File: src/tsnap_map.vh
`ifndef TSNAP_MAP_VH
`define TSNAP_MAP_VH
// ----------------------------------------
// Register byte addresses
// ----------------------------------------
`define TSNAP_GPS_SUB_OFS 17'h00200
`define TSNAP_GPS_SEC_OFS 17'h00204
`define TSNAP_CAB_SUB_OFS 17'h00210
`define TSNAP_CAB_SEC_OFS 17'h00214
`define TSNAP_CAB_MST_OFS 17'h00220
`define TSNAP_IRIG_SUB_OFS 17'h00230
`define TSNAP_IRIG_SEC_OFS 17'h00234
`define TSNAP_ERR_CLR_OFS 17'h00400
`define TSNAP_OUT_STAT_OFS 17'h00410
`define TSNAP_IN_STAT_OFS 17'h00420
`define TSNAP_IRQ_STAT_OFS 17'h00440
`define TSNAP_IRQ_MASK_OFS 17'h00444
`define TSNAP_TICK_HI_OFS 17'h01000
`define TSNAP_TICK_LO_OFS 17'h01008
`define TSNAP_TICK_CS_OFS 17'h01010
`define TSNAP_WALL_SEC_OFS 17'h01100
`define TSNAP_WALL_NS_OFS 17'h01108
`define TSNAP_ALIAS_BASE 17'h10000
`define TSNAP_LOW_BASE 17'h01000
// ----------------------------------------
// Fields and counts
// ----------------------------------------
`define TSNAP_SUB_SEC_LSB 30
`define TSNAP_TICK_RUN_BIT 0
`define TSNAP_NS_PER_SEC 32'd1000000000
`define TSNAP_CLK_NS 32'd40
`define TSNAP_TICK_CS_RST 32'h00000001
// Interrupt status bits
`define TSNAP_IRQ_GPS 0
`define TSNAP_IRQ_IRIG 1
`define TSNAP_IRQ_CAB 2
`define TSNAP_IRQ_ERR 3
`define TSNAP_IRQ_W 4
`define TSNAP_RESP_OKAY 2'b00
`define TSNAP_RESP_SLVERR 2'b10
`endif

File: src/tsnap_top.v
`timescale 1ns/1ns
`include "tsnap_map.vh"
module tsnap_top #(
	parameter ERR_W = 8
) (
	// Clock and reset
	input wire aclk,
	input wire aresetn,
	// AXI4-Lite write
	input wire [16:0] s_axi_awaddr,
	input wire s_axi_awvalid,
	output reg s_axi_awready,
	input wire [31:0] s_axi_wdata,
	input wire [3:0] s_axi_wstrb,
	input wire s_axi_wvalid,
	output reg s_axi_wready,
	output reg [1:0] s_axi_bresp,
	output reg s_axi_bvalid,
	input wire s_axi_bready,
	// AXI4-Lite read
	input wire [16:0] s_axi_araddr,
	input wire s_axi_arvalid,
	output reg s_axi_arready,
	output reg [31:0] s_axi_rdata,
	output reg [1:0] s_axi_rresp,
	output reg s_axi_rvalid,
	input wire s_axi_rready,
	// Timing events
	input wire gps_pulse,
	input wire irig_pulse,
	// Cable side
	input wire cable_time_valid,
	input wire [31:0] cable_time_seconds,
	input wire [ERR_W-1:0] in_cable_err,
	input wire [ERR_W-1:0] out_cable_err,
	// Interrupt
	output reg irq
);
	// ----------------------------------------
	// Wall clock and tick clock state
	// ----------------------------------------
	reg [31:0] sec_q;
	reg [31:0] sec_d;
	reg [31:0] ns_q;
	reg [31:0] ns_d;
	reg [63:0] tick_q;
	reg [63:0] tick_d;
	reg [31:0] tick_cs_q;
	wire tick_run;
	wire [31:0] ns_next;
	wire ns_wrap;
	wire [31:0] sub_word;
	assign tick_run = tick_cs_q[`TSNAP_TICK_RUN_BIT];
	assign ns_next = ns_q + `TSNAP_CLK_NS;
	assign ns_wrap = ns_next >= `TSNAP_NS_PER_SEC;
	// Two seconds bits above thirty nanosecond bits
	assign sub_word = {sec_q[1:0], ns_q[29:0]};
	// ----------------------------------------
	// Snapshot, cable and interrupt state
	// ----------------------------------------
	reg [31:0] gps_sub_q;
	reg [31:0] gps_sec_q;
	reg [31:0] cab_sub_q;
	reg [31:0] cab_sec_q;
	reg [31:0] irig_sub_q;
	reg [31:0] irig_sec_q;
	reg [31:0] cab_mst_q;
	reg [ERR_W-1:0] in_err_q;
	reg [ERR_W-1:0] out_err_q;
	reg [`TSNAP_IRQ_W-1:0] irq_stat_q;
	reg [`TSNAP_IRQ_W-1:0] irq_mask_q;
	wire err_now;
	wire [`TSNAP_IRQ_W-1:0] ev;
	assign err_now = (|in_cable_err) | (|out_cable_err);
	assign ev = {err_now, cable_time_valid, irig_pulse, gps_pulse};
	// ----------------------------------------
	// Write channel state and decode
	// ----------------------------------------
	reg aw_have_q;
	reg w_have_q;
	reg [16:0] aw_addr_q;
	reg [31:0] w_data_q;
	wire aw_take;
	wire w_take;
	wire wr_go;
	wire wr_alias_ok;
	wire [16:0] wa;
	wire wr_err_clr;
	wire wr_sec;
	wire wr_ns;
	wire wr_thi;
	wire wr_tlo;
	wire wr_tcs;
	wire wr_ist;
	wire wr_imk;
	wire wr_known;
	assign aw_take = s_axi_awvalid && s_axi_awready;
	assign w_take = s_axi_wvalid && s_axi_wready;
	assign wr_go = aw_have_q && w_have_q && !s_axi_bvalid;
	// Page 0x10xxx mirrors clock page 0x01xxx
	assign wr_alias_ok = (aw_addr_q[16:12] == 5'h10) || (aw_addr_q[16:12] == 5'h01);
	assign wa = {5'h01, aw_addr_q[11:0]};
	assign wr_err_clr = wr_go && (aw_addr_q == `TSNAP_ERR_CLR_OFS);
	assign wr_sec = wr_go && wr_alias_ok && (wa == `TSNAP_WALL_SEC_OFS);
	assign wr_ns = wr_go && wr_alias_ok && (wa == `TSNAP_WALL_NS_OFS);
	assign wr_thi = wr_go && wr_alias_ok && (wa == `TSNAP_TICK_HI_OFS);
	assign wr_tlo = wr_go && wr_alias_ok && (wa == `TSNAP_TICK_LO_OFS);
	assign wr_tcs = wr_go && wr_alias_ok && (wa == `TSNAP_TICK_CS_OFS);
	assign wr_ist = wr_go && (aw_addr_q == `TSNAP_IRQ_STAT_OFS);
	assign wr_imk = wr_go && (aw_addr_q == `TSNAP_IRQ_MASK_OFS);
	assign wr_known = wr_err_clr | wr_sec | wr_ns | wr_thi | wr_tlo | wr_tcs | wr_ist | wr_imk;
	// ----------------------------------------
	// Write channel handshakes
	// ----------------------------------------
	always @(posedge aclk) begin
		if (!aresetn) begin
			s_axi_awready <= 1'b0;
		end else begin
			s_axi_awready <= !aw_have_q && !s_axi_awready && s_axi_awvalid;
		end
	end
	always @(posedge aclk) begin
		if (!aresetn) begin
			aw_have_q <= 1'b0;
			aw_addr_q <= 17'h00000;
		end else if (aw_take) begin
			aw_have_q <= 1'b1;
			aw_addr_q <= s_axi_awaddr;
		end else if (wr_go) begin
			aw_have_q <= 1'b0;
		end
	end
	always @(posedge aclk) begin
		if (!aresetn) begin
			s_axi_wready <= 1'b0;
		end else begin
			s_axi_wready <= !w_have_q && !s_axi_wready && s_axi_wvalid;
		end
	end
	always @(posedge aclk) begin
		if (!aresetn) begin
			w_have_q <= 1'b0;
			w_data_q <= 32'h00000000;
		end else if (w_take) begin
			w_have_q <= 1'b1;
			w_data_q <= s_axi_wdata;
		end else if (wr_go) begin
			w_have_q <= 1'b0;
		end
	end
	always @(posedge aclk) begin
		if (!aresetn) begin
			s_axi_bvalid <= 1'b0;
			s_axi_bresp <= `TSNAP_RESP_OKAY;
		end else if (wr_go) begin
			s_axi_bvalid <= 1'b1;
			s_axi_bresp <= wr_known ? `TSNAP_RESP_OKAY : `TSNAP_RESP_SLVERR;
		end else if (s_axi_bvalid && s_axi_bready) begin
			s_axi_bvalid <= 1'b0;
		end
	end
	// ----------------------------------------
	// Wall clock
	// ----------------------------------------
	always @* begin
		sec_d = sec_q;
		ns_d = ns_next;
		if (ns_wrap) begin
			ns_d = ns_next - `TSNAP_NS_PER_SEC;
			sec_d = sec_q + 32'h00000001;
		end
		if (wr_sec)
			sec_d = w_data_q;
		if (wr_ns) begin
			if (w_data_q < `TSNAP_NS_PER_SEC)
				ns_d = w_data_q;
			else
				ns_d = 32'h00000000;
		end
	end
	always @(posedge aclk) begin
		if (!aresetn) begin
			sec_q <= 32'h00000000;
			ns_q <= 32'h00000000;
		end else begin
			sec_q <= sec_d;
			ns_q <= ns_d;
		end
	end
	// ----------------------------------------
	// Tick clock
	// ----------------------------------------
	always @* begin
		tick_d = tick_q;
		if (tick_run)
			tick_d = tick_q + 64'h0000000000000001;
		if (wr_thi)
			tick_d[63:32] = w_data_q;
		if (wr_tlo)
			tick_d[31:0] = w_data_q;
	end
	always @(posedge aclk) begin
		if (!aresetn) begin
			tick_q <= 64'h0000000000000000;
		end else begin
			tick_q <= tick_d;
		end
	end
	always @(posedge aclk) begin
		if (!aresetn) begin
			tick_cs_q <= `TSNAP_TICK_CS_RST;
		end else if (wr_tcs) begin
			tick_cs_q <= w_data_q;
		end
	end
	// ----------------------------------------
	// Event snapshots
	// ----------------------------------------
	always @(posedge aclk) begin
		if (!aresetn) begin
			gps_sub_q <= 32'h00000000;
			gps_sec_q <= 32'h00000000;
		end else if (gps_pulse) begin
			gps_sub_q <= sub_word;
			gps_sec_q <= sec_q;
		end
	end
	always @(posedge aclk) begin
		if (!aresetn) begin
			cab_sub_q <= 32'h00000000;
			cab_sec_q <= 32'h00000000;
		end else if (cable_time_valid) begin
			cab_sub_q <= sub_word;
			cab_sec_q <= sec_q;
		end
	end
	always @(posedge aclk) begin
		if (!aresetn) begin
			cab_mst_q <= 32'h00000000;
		end else if (cable_time_valid) begin
			cab_mst_q <= cable_time_seconds;
		end
	end
	always @(posedge aclk) begin
		if (!aresetn) begin
			irig_sub_q <= 32'h00000000;
			irig_sec_q <= 32'h00000000;
		end else if (irig_pulse) begin
			irig_sub_q <= sub_word;
			irig_sec_q <= sec_q;
		end
	end
	// ----------------------------------------
	// Cable errors
	// ----------------------------------------
	// Errors stick; new error wins over clear
	always @(posedge aclk) begin
		if (!aresetn) begin
			in_err_q <= {ERR_W{1'b0}};
		end else begin
			in_err_q <= (wr_err_clr ? {ERR_W{1'b0}} : in_err_q) | in_cable_err;
		end
	end
	always @(posedge aclk) begin
		if (!aresetn) begin
			out_err_q <= {ERR_W{1'b0}};
		end else begin
			out_err_q <= (wr_err_clr ? {ERR_W{1'b0}} : out_err_q) | out_cable_err;
		end
	end
	// ----------------------------------------
	// Interrupts
	// ----------------------------------------
	always @(posedge aclk) begin
		if (!aresetn) begin
			irq_stat_q <= {`TSNAP_IRQ_W{1'b0}};
		end else begin
			irq_stat_q <= (wr_ist ? irq_stat_q & ~w_data_q[`TSNAP_IRQ_W-1:0] : irq_stat_q) | ev;
		end
	end
	always @(posedge aclk) begin
		if (!aresetn) begin
			irq_mask_q <= {`TSNAP_IRQ_W{1'b0}};
		end else if (wr_imk) begin
			irq_mask_q <= w_data_q[`TSNAP_IRQ_W-1:0];
		end
	end
	always @(posedge aclk) begin
		if (!aresetn) begin
			irq <= 1'b0;
		end else begin
			irq <= |(irq_stat_q & irq_mask_q);
		end
	end
	// ----------------------------------------
	// Read channel
	// ----------------------------------------
	wire rd_alias_ok;
	wire [16:0] ra;
	reg [31:0] rd_d;
	reg rd_ok;
	// Page 0x10xxx mirrors clock page 0x01xxx
	assign rd_alias_ok = (s_axi_araddr[16:12] == 5'h10) || (s_axi_araddr[16:12] == 5'h01);
	assign ra = {5'h01, s_axi_araddr[11:0]};
	always @* begin
		rd_d = 32'h00000000;
		rd_ok = 1'b1;
		if (rd_alias_ok) begin
			case (ra)
				`TSNAP_TICK_HI_OFS: rd_d = tick_q[63:32];
				`TSNAP_TICK_LO_OFS: rd_d = tick_q[31:0];
				`TSNAP_TICK_CS_OFS: rd_d = tick_cs_q;
				`TSNAP_WALL_SEC_OFS: rd_d = sec_q;
				`TSNAP_WALL_NS_OFS: rd_d = ns_q;
				default: rd_ok = 1'b0;
			endcase
		end else begin
			case (s_axi_araddr)
				`TSNAP_GPS_SUB_OFS: rd_d = gps_sub_q;
				`TSNAP_GPS_SEC_OFS: rd_d = gps_sec_q;
				`TSNAP_CAB_SUB_OFS: rd_d = cab_sub_q;
				`TSNAP_CAB_SEC_OFS: rd_d = cab_sec_q;
				`TSNAP_CAB_MST_OFS: rd_d = cab_mst_q;
				`TSNAP_IRIG_SUB_OFS: rd_d = irig_sub_q;
				`TSNAP_IRIG_SEC_OFS: rd_d = irig_sec_q;
				`TSNAP_OUT_STAT_OFS: rd_d = {{(32-ERR_W){1'b0}}, out_err_q};
				`TSNAP_IN_STAT_OFS: rd_d = {{(32-ERR_W){1'b0}}, in_err_q};
				`TSNAP_IRQ_STAT_OFS: rd_d = {{(32-`TSNAP_IRQ_W){1'b0}}, irq_stat_q};
				`TSNAP_IRQ_MASK_OFS: rd_d = {{(32-`TSNAP_IRQ_W){1'b0}}, irq_mask_q};
				default: rd_ok = 1'b0;
			endcase
		end
	end
	always @(posedge aclk) begin
		if (!aresetn) begin
			s_axi_arready <= 1'b0;
			s_axi_rvalid <= 1'b0;
			s_axi_rdata <= 32'h00000000;
			s_axi_rresp <= `TSNAP_RESP_OKAY;
		end else begin
			s_axi_arready <= s_axi_arvalid && !s_axi_arready && !s_axi_rvalid;
			if (s_axi_arvalid && s_axi_arready) begin
				s_axi_rvalid <= 1'b1;
				s_axi_rdata <= rd_d;
				s_axi_rresp <= rd_ok ? `TSNAP_RESP_OKAY : `TSNAP_RESP_SLVERR;
			end else if (s_axi_rvalid && s_axi_rready) begin
				s_axi_rvalid <= 1'b0;
			end
		end
	end
endmodule // tsnap_top

File: config.mk
export PLATFORM = sky130hd
export DESIGN_NAME = tsnap_top
export DESIGN_NICKNAME = d
export VERILOG_FILES = /design/src/tsnap_top.v
export VERILOG_INCLUDE_DIRS = /design/src /design/src/src
export SDC_FILE = /design/constraint.sdc
export NUM_CORES = 1
export LEC_CHECK = 0
export CAP_MARGIN = 20
export CORE_ASPECT_RATIO = 0.7
export CORE_MARGIN = 5
export CORE_UTILIZATION = 28
export DETAILED_ROUTE_END_ITERATION = 16
export DONT_BUFFER_PORTS = 1
export PLACE_DENSITY = 0.45
export SLEW_MARGIN = 40
export SYNTH_ARGS = -nofsm -noshare
export SYNTH_HDL_FRONTEND = slang
export SYNTH_SLANG_ARGS = --single-unit
File: constraint.sdc
create_clock -name aclk -period 6.5 [get_ports aclk]
set_clock_uncertainty 0.15 [all_clocks]
set_input_delay 0.65 -clock aclk [delete_from_list [all_inputs] [get_ports aclk]]
set_output_delay 0.65 -clock aclk [all_outputs]
set_load 0.03 [all_outputs]
* Word-level counts from Yosys, hierarchy flattened
Index checks and enable logic that the tools add are counted.
Widths: inputs -> output; s select.
** Word-level totals
- Register bits after elaboration :: 501
- Input bits :: 128
- Logic and storage cells :: 146
- Output and inout port bits :: 42
** Cells by class
- Muxes and demuxes :: 26
- Reduce and logical (&&, ||, !) cells :: 45
- $lt $le $gt $ge :: 2
- Equal/unequal tests :: 26
- Add/subtract/negate cells :: 4
- Bitwise gates (word level) :: 14
** Operators with widths (count)
- $pmux 32 s11 :: 1
- $mux 32 :: 8
- $pmux 32 s5 :: 1
- $eq 17x10->1 const B :: 7
- $eq 17x11->1 const B :: 7
- $add 64x1->64 const B :: 1
- $mux 64 :: 1
- $eq 12x9->1 const B :: 4
- $add 32x1->32 const B :: 1
- $add 32x6->32 const B :: 1
- $ge 32x30->1 const B :: 1
- $lt 32x30->1 const B :: 1
- $sub 32x30->32 const B :: 1
- $eq 12x4->1 const B :: 2
- $eq 12x5->1 const B :: 2
- $logic_not 12->1 :: 2
- $logic_and 1x1->1 :: 22
- $mux 8 :: 2
- $or 8x8->8 :: 2
- $reduce_or 8->1 :: 2
- $reduce_bool 2->1 :: 7
- $reduce_or 11->1 :: 1
- $eq 5x1->1 const B :: 2
- $eq 5x5->1 const B :: 2
- 11 further kinds :: 36

* Logic depth before layout (Yosys ltp)
Gate-level depths: netlist (run 1).
- Depth after elaboration :: 12
- Gate-level depth with buffers :: 14
- Gate-level depth less buffers :: 12

* Worst setup path after synthesis (run 1)
Ideal clock, no wire load.
- Path kind :: register to register
- From :: register ns_q[4]
- To :: register ns_q[25]
- Arrival time :: 3236 ps
- Slack :: 2996 ps
- Library setup time :: 117 ps
- Buffers on the path :: 0
- Cell stages (with the launch flop) :: 13
- Period minus slack after synthesis :: 3504 ps
- Required time :: 6233 ps
- Path through :: dfxtp_1 -> ha_1 -> o2111ai_1 -> xor2_1 -> ha_1 -> o311a_1 -> a31oi_1 -> o211ai_1 -> a31o_2 -> a21oi_1 -> a21oi_1 -> or4_1 -> a32o_1
** On the way
- Word-level cells in the longest chain between the ends :: 4
- Elaborated cells on any way between the ends :: 5
- Classes of those cells :: add/sub (2); order compare (1); mux (2)
** Ends and longest elaborated chain
- start: declaration :: RTL line tsnap_top.v:44 : reg [31:0] ns_q;
- start signal: assignment :: RTL line tsnap_top.v:187 : ns_q <= ns_d;
- $add 32x6->32 (no line) (*)
- $sub 32x30->32 (no line) / $ge 32x30->1 (equally long branches)
- $mux 32 (*) :: RTL line tsnap_top.v:168 : if (ns_wrap) begin
- $mux 32 (*) :: RTL line tsnap_top.v:174 : if (wr_ns) begin
Mark *: on every way between the ends. The rest lies on a longest branch, timed or not.
A chain may end at the register's enable or synchronous reset.

* Final worst setup path (run 1)
- From :: register ns_q[3]
- To :: register ns_q[25]
Same word-level chain as after synthesis.

==> results of run 1 <==
-- layer usage --
| metal | wire length, um | up-vias | GRT usage |
|---|---|---|---|
| met4 | 1900 | 0 | 0.0466 |
| met3 | 5690 | 114 | 0.0379 |
| met1 | 41800 | 10100 | 0.274 |
| met2 | 38600 | 626 | 0.298 |
| met5 | 0 | - | 0 |
| li1 | - | 9567 | - |
-- worst max path at each step --
stage	start	end	slack (ns)	cells after the start
final	ns_q[3]	ns_q[25]	2.01	10
after global routing	ns_q[3]	ns_q[25]	1.78	10
after CTS	ns_q[3]	ns_q[25]	2.05	10
after detailed placement	ns_q[3]	ns_q[25]	2.08	10
after global placement	ns_q[3]	ns_q[25]	2.14	10
after floorplan	ns_q[4]	ns_q[25]	3.00	12
-- flip-flops by register name, indices dropped and copies added, names as in the netlist, 31 cells and up --
| signal | cells |
|---|---|
| gps_sec_q | 31 |
| w_data_q | 32 |
| ns_q | 32 |
| gps_sub_q | 31 |
| s_axi_rdata | 32 |
| cab_sec_q | 31 |
| tick_cs_q | 32 |
| cab_mst_q | 32 |
| irig_sub_q | 31 |
| sec_q | 32 |
| irig_sec_q | 31 |
| tick_q | 64 |
| cab_sub_q | 31 |
-- critical path: cells and delay by family, from the launching register on --
kind / cells / cell delay [ns]
compound gates: 5 / 1.49
fa+ha+maj: 1 / 0.47
flops: 1 / 0.56
simple gates: 4 / 1.69
-- kinds of logic (layout without fill, tap and decap cells) --
logic type	after synthesis	count (layout)	synth area share
and+or+nand+nor	947	947	0.186
AOI/OAI and AO/OA	604	604	0.177
DFF	493	493	0.427
muxes	261	261	0.113
buffers and inverters	255	245	0.0440
xor gates and xnor gates	134	134	0.0507
adders and majority gates	4	4	0.00216
other	1	3	0.000162
-- area by class of cell --
cell class | count | area (um2)
Tap cell | 1080 | 1350
Sequential cell | 493 | 9870
Timing Repair Buffer | 126 | 1200
Antenna cell | 1 | 2.50
Clock buffer | 82 | 1570
Inverter | 24 | 103
Multi-Input combinational cell | 1952 | 12300
Fill cell | 8583 | 55600
Clock inverter | 13 | 143
-- power groups by stage --
stage	combinational (mW)	clock [mW]	sequential, mW
2_1_floorplan	0.227	0	3.19
3_3_place_gp	0.216	0	3.24
3_5_place_dp	0.221	0	3.24
4_1_cts	0.269	3.13	3.17
5_1_grt	0.294	3.23	3.18
6_report	0.267	3.04	3.17
-- synth_stat cells (9+ instances only) --
| master | number | area (um2) |
|---|---|---|
| dfxtp_1 | 493 | 9870 |
| nor2_1 | 407 | 1530 |
| mux2i_1 | 260 | 2600 |
| nand2_1 | 260 | 976 |
| a21oi_1 | 230 | 1150 |
| clkbuf_1 | 189 | 709 |
| xnor2_1 | 83 | 727 |
| nand3_1 | 77 | 385 |
| o21ai_0 | 66 | 330 |
| a211oi_1 | 61 | 458 |
| a22oi_1 | 58 | 435 |
| xor2_1 | 51 | 447 |
| a222oi_1 | 38 | 380 |
| a221oi_1 | 36 | 315 |
| nor3_1 | 36 | 180 |
| nand4_1 | 32 | 200 |
| nor4_1 | 25 | 156 |
| inv_1 | 23 | 86.3 |
| o221a_2 | 21 | 236 |
| a22o_1 | 17 | 149 |
| buf_1 | 16 | 60.1 |
| buf_2 | 16 | 80.1 |
| a21o_1 | 14 | 105 |
| and3_1 | 14 | 87.6 |
| nor4b_1 | 14 | 123 |
| a41oi_1 | 13 | 114 |
| and4_1 | 13 | 114 |
| or3_1 | 13 | 81.3 |
| a31oi_1 | 11 | 68.8 |
| and2_1 | 9 | 56.3 |
-- cells in the final DEF, fill, tap and decap left out, drive strengths merged, types with 68 or more instances in the layout --
| cell | Yosys | final |
|---|---|---|
| dfxtp | 493 | 493 |
| nor2 | 407 | 407 |
| mux2i | 260 | 260 |
| nand2 | 260 | 260 |
| a21oi | 231 | 231 |
| dlygate4sd3 | 0 | 91 |
| xnor2 | 83 | 83 |
| clkbuf | 191 | 82 |
| nand3 | 79 | 79 |
| o21ai | 68 | 68 |
-- metrics by stage --
| step | utilization | instance area (um2) | power, mW | setup WS [ns] |
|---|---|---|---|---|
| 2_1_floorplan | - | 23100 | 3.42 | 3.00 |
| 3_3_place_gp | 0.291 | 23900 | 3.45 | 2.14 |
| 3_5_place_dp | 0.291 | 23900 | 3.46 | 2.08 |
| 4_1_cts | 0.323 | 26500 | 6.57 | 2.05 |
| 5_1_grt | 0.323 | 26600 | 6.71 | 1.78 |
| 6_report | 0.323 | 26600 | 6.48 | 2.01 |
==> metrics, run 1 <==
critical setup path kind=reg2reg; Critical Path Source Type=flip-flop; largest net degree at the start of global routing=139; global-route wire length before repair=between 100000 and 150000 um; worst rel slew slack=0.439; postcts setup bufs=0; net switching power=1.58 mW; Avg Cell Area, Syn=8.57 um2; Main synth FF type=dfxtp_1; async set or reset register ratio after synthesis=0; layout cells sized above 1=0.0658; Clock power frac=0.469; Worst EP arrival=4.85 ns; FF-to-FF End=ns_q[25]; DRC violations left=0; Area Growth Syn to Fin=14.8%; DR iter-0 viols=approximately 1900; cts hold-fix bufs=91; Initial Utilization=0.282; final WL=about 88000 um; routed via count=between 20000 and 25000; RR Startpoint=ns_q[3]; max frequency=222 MHz; placed cells=3584; htree depth=2; Hold Startpoint=s_axi_wdata[20]; Sink Count=493; sequential share of power=0.490; Bufs on Longest Clock Path=3; # resized after CTS=0; hold path endpoint=w_data_q[20]; die area=~0.09 mm2; Yosys cell types=approximately 80; CP cell instances=ha_1 -> or2_1 -> nand3_2 -> nor4b_1 -> o22ai_1 -> a2bb2oi_2 -> a31o_2 -> a21oi_1 -> or4_1 -> a32o_1; Final GP Congestion=0.853; Post-layout nets=between 2000 and 3000; Worst Path Required=6.86 ns; setup violators final=0; Comb pwr share=0.041; hold depth=2; # IOs=170; class of the worst hold path=in2reg; All-Layer GR Usage=0.192; Reg clk slew, reported paths=0.06 ns; grt ovf=0; Die Wd=354 um; Row Count=88; Final Hold Violating Endpoints=0; max-cap violation count=0; vias per cell=5.41; Port Buffers=0; die height=roughly 250 um; vias in the first global route=20300; max incr delay on CP=~0.56 ns; Internal=4.90 mW; Crit. End Element=flip-flop; CTS tree=built; number of synthesized register bits=493; crit share post-route=0.691; minimum clock period=4.49 ns; r2r setup slk=around 2 ns; CTS Buf Count=53; cells after synthesis=2699; CP Max Fanout=18; initial antenna violation count=1; Routed Antenna Nets=0; dpl hpwl=60000 um; final slew viol count=0; R2R depth=10; worst vdd ir=~190 uV; drt wl/cell=23.3 um; setup_tns=0 ns; sw frac=0.243; post-synthesis sequential area ratio=0.427; Hold WS=0.0337 ns; core area=roughly 0.08 mm2; Yosys warning count=0; Max stage delay cell, worst path=dfxtp_1; power per cell area=approximately 240 mW/mm2; router iterations before antenna repair=9; RSZ-0062 raised after global routing=no; Cell Area, Synth=0.0231 mm2; Slew @ Worst Pin=0.835 ns; Leakage=slightly above 9 nW; clock latency on the worst-skew pair=0.63 ns; status=complete, no violations; fin cells=3771; number of synthesized flops with an enable pin=0; clock root buffer=clkbuf_16
Power figures use the tool's default switching activity.
==> run 2, diff against run 1 <==
--- a/config.mk
+++ b/config.mk
@@ -12,7 +12,7 @@
 export CORE_UTILIZATION = 28
 export DETAILED_ROUTE_END_ITERATION = 16
 export DONT_BUFFER_PORTS = 1
-export PLACE_DENSITY = 0.45
+export PLACE_DENSITY = 0.47
 export SLEW_MARGIN = 40
 export SYNTH_ARGS = -nofsm -noshare
 export SYNTH_HDL_FRONTEND = slang
==> constraint.sdc (replaced) <==
create_clock -name aclk -period 4.1 [get_ports aclk]
set_clock_uncertainty 0.15 [all_clocks]
set_input_delay 0.41 -clock aclk [delete_from_list [all_inputs] [get_ports aclk]]
set_output_delay 0.41 -clock aclk [all_outputs]
set_load 0.03 [all_outputs]
==> run 2 against run 1 <==
  * Non-clock buffer count increased by 114
  * Wire length increased by 2.2%
  * Flip-flop and latch count unchanged
  * Count of clock-buffer cells in the layout decreased by 9
  * Critical path type unchanged
  * Highest routed layer unchanged
==> metrics, run 2 (synthesis results as in run 1) <==
Routed Antenna Nets=0 (unchanged); Port Buffers=0 (unchanged); # IOs=170 (unchanged); critical setup path kind=reg2reg (unchanged); most frequent cells in the layout=dfxtp_1 (493), nor2_1 (399), mux2i_1 (260) (unchanged); crit share post-route=0.927 (was 0.691); setup_tns=0 ns (unchanged); max frequency=263 MHz (was 222 MHz); worst vdd ir=310 uV (was 187 uV); Reg with most FFs=tick_q (unchanged); Post-layout nets=2896 (was 2782); postcts setup bufs=0 (unchanged); router iterations before antenna repair=7 (was 9); Worst Path Required=4.48 ns (was 6.86 ns); Row Count=88 (unchanged); worst rel slew slack=0.414 (was 0.439); final std cell area, no fill=0.0277 mm2 (was 0.0266 mm2); drt wl/cell=23.2 um (was 23.3 um); Sink Count=493 (unchanged); Final Hold Violating Endpoints=0 (unchanged); All-Layer GR Usage=0.196 (was 0.192); routed via count=21000 (was 20400); Bufs on Longest Clock Path=3 (unchanged); dpl hpwl=61900 um (was 60000 um); hold depth=4 (was 2); vias per cell=5.42 (was 5.41); clock root buffer=clkbuf_16 (unchanged); die height=250 um (unchanged); most common cell after layout, fill and taps aside=dfxtp_1 (unchanged); class of the worst hold path=in2reg (unchanged); Largest register FFs=64 (unchanged); minimum clock period=3.80 ns (was 4.49 ns); core area=0.0821 mm2 (unchanged); layout cells sized above 1=0.0900 (was 0.0658); CP Max Fanout=9 (was 18); CTS tree=built (unchanged); power per cell area=382 mW/mm2 (was 244 mW/mm2); Worst EP arrival=4.18 ns (was 4.85 ns); antenna fix cells=0 (was 1); final WL=90000 um (was 88000 um); Final GP Congestion=0.887 (was 0.853); placed cell area=0.0244 mm2 (was 0.0239 mm2); Crit. End Element=flip-flop (unchanged); setup violators final=0 (unchanged); Die Wd=354 um (unchanged); Reg clk slew, reported paths=0.06 ns (about the same); Leakage=9.87 nW (was 9.28 nW); DRC violations left=0 (unchanged); vias in the first global route=20600 (was 20300); Initial Utilization=0.282 (unchanged); CTS Buf Count=53 (unchanged); grt ovf=0 (unchanged); htree depth=2 (unchanged); Critical Path Source Type=flip-flop (unchanged); largest net degree at the start of global routing=167 (was 139); RSZ-0062 raised after global routing=no (unchanged); clock latency on the worst-skew pair=0.65 ns (was 0.63 ns); Slew @ Worst Pin=0.879 ns (was 0.835 ns); die area=0.0885 mm2 (unchanged); Area Growth Syn to Fin=19.6% (was 14.8%); initial antenna violation count=0 (was 1); max-cap violation count=0 (unchanged); DR iter-0 viols=1908 (was 1910); global-route wire length before repair=135000 um (was 132000 um); R2R depth=9 (was 10); status=complete, no violations (unchanged); final slew viol count=0 (unchanged)
## run 2: changes by cell type in the layout (fill, tap and decap cells not counted), sizes merged
cell | before | now
inv | 23 | 26
dlygate4sd3 | 91 | 134
clkbuf | 82 | 73
diode | 1 | 0
buf | 35 | 106
bufinv | 1 | 4
clkinvlp | 2 | 0
## run 2: timing repair
item	4_1_cts	5_1_grt
resized for setup	0	1
hold endpoints to repair	375	0
hold buffers	138	0
endpoints found under the setup margin	0	1
## run 2: area by class of cell
type / instances / area, um2
Tap cell: 1080 / 1350
Sequential cell: 493 / 9870
Inverter: 24 / 97.6
Fill cell: 8452 / 54500
Clock inverter: 17 / 260
Multi-Input combinational cell: 1952 / 12300
Timing Repair Buffer: 240 / 2250
Clock buffer: 73 / 1510
## run 2: layer usage
layer | up-vias | routed length (um) | track usage
li1 | 9819 | - | -
met1 | 10400 | 42700 | 0.283
met2 | 692 | 39400 | 0.303
met3 | 92 | 6310 | 0.0400
met4 | 0 | 1550 | 0.0415
met5 | - | 0 | 0
## run 2: worst max-delay path, stage by stage (launching register included)
cell and delay, ns:
dfxtp_1 0.57, and4_1 0.51, nand3_2 0.29, nor4b_1 0.43
o22ai_1 0.21, a2bb2oi_2 0.30, a31oi_4 0.16, or4b_4 0.59
or3_1 0.32, a31oi_1 0.16
## run 2: report_power, final
group          internal, mW  switching, mW
Sequential             4.87          0.136
Clock                  2.84           2.14
Combinational         0.263          0.318
Total                  7.98           2.60
## run 2: metrics by stage
| step | instances | hold slack (ns) | total power [mW] | worst slack, ns | util |
|---|---|---|---|---|---|
| final | 3879 | 0.0814 | 10.6 | 0.300 | 0.337 |
| after global routing | 3879 | 0.0732 | 11.0 | 0.0300 | 0.337 |
| after detailed placement | 3651 | 0.283 | 5.49 | 0.390 | 0.297 |
| after global placement | 3651 | 0.281 | 5.48 | 0.362 | 0.297 |
| after CTS | 3879 | 0.00887 | 10.7 | 0.311 | 0.337 |
| after floorplan | 2700 | 0.263 | 5.42 | 0.596 | - |
## run 2: final timing paths
check,endpoint,start,slack [ns]
max,sec_q[19],ns_q[9],0.30
max reg2reg,sec_q[19],ns_q[9],0.30
min,s_axi_rdata[31],s_axi_araddr[4],0.08
min reg2reg,s_axi_awready,aw_have_q,0.29
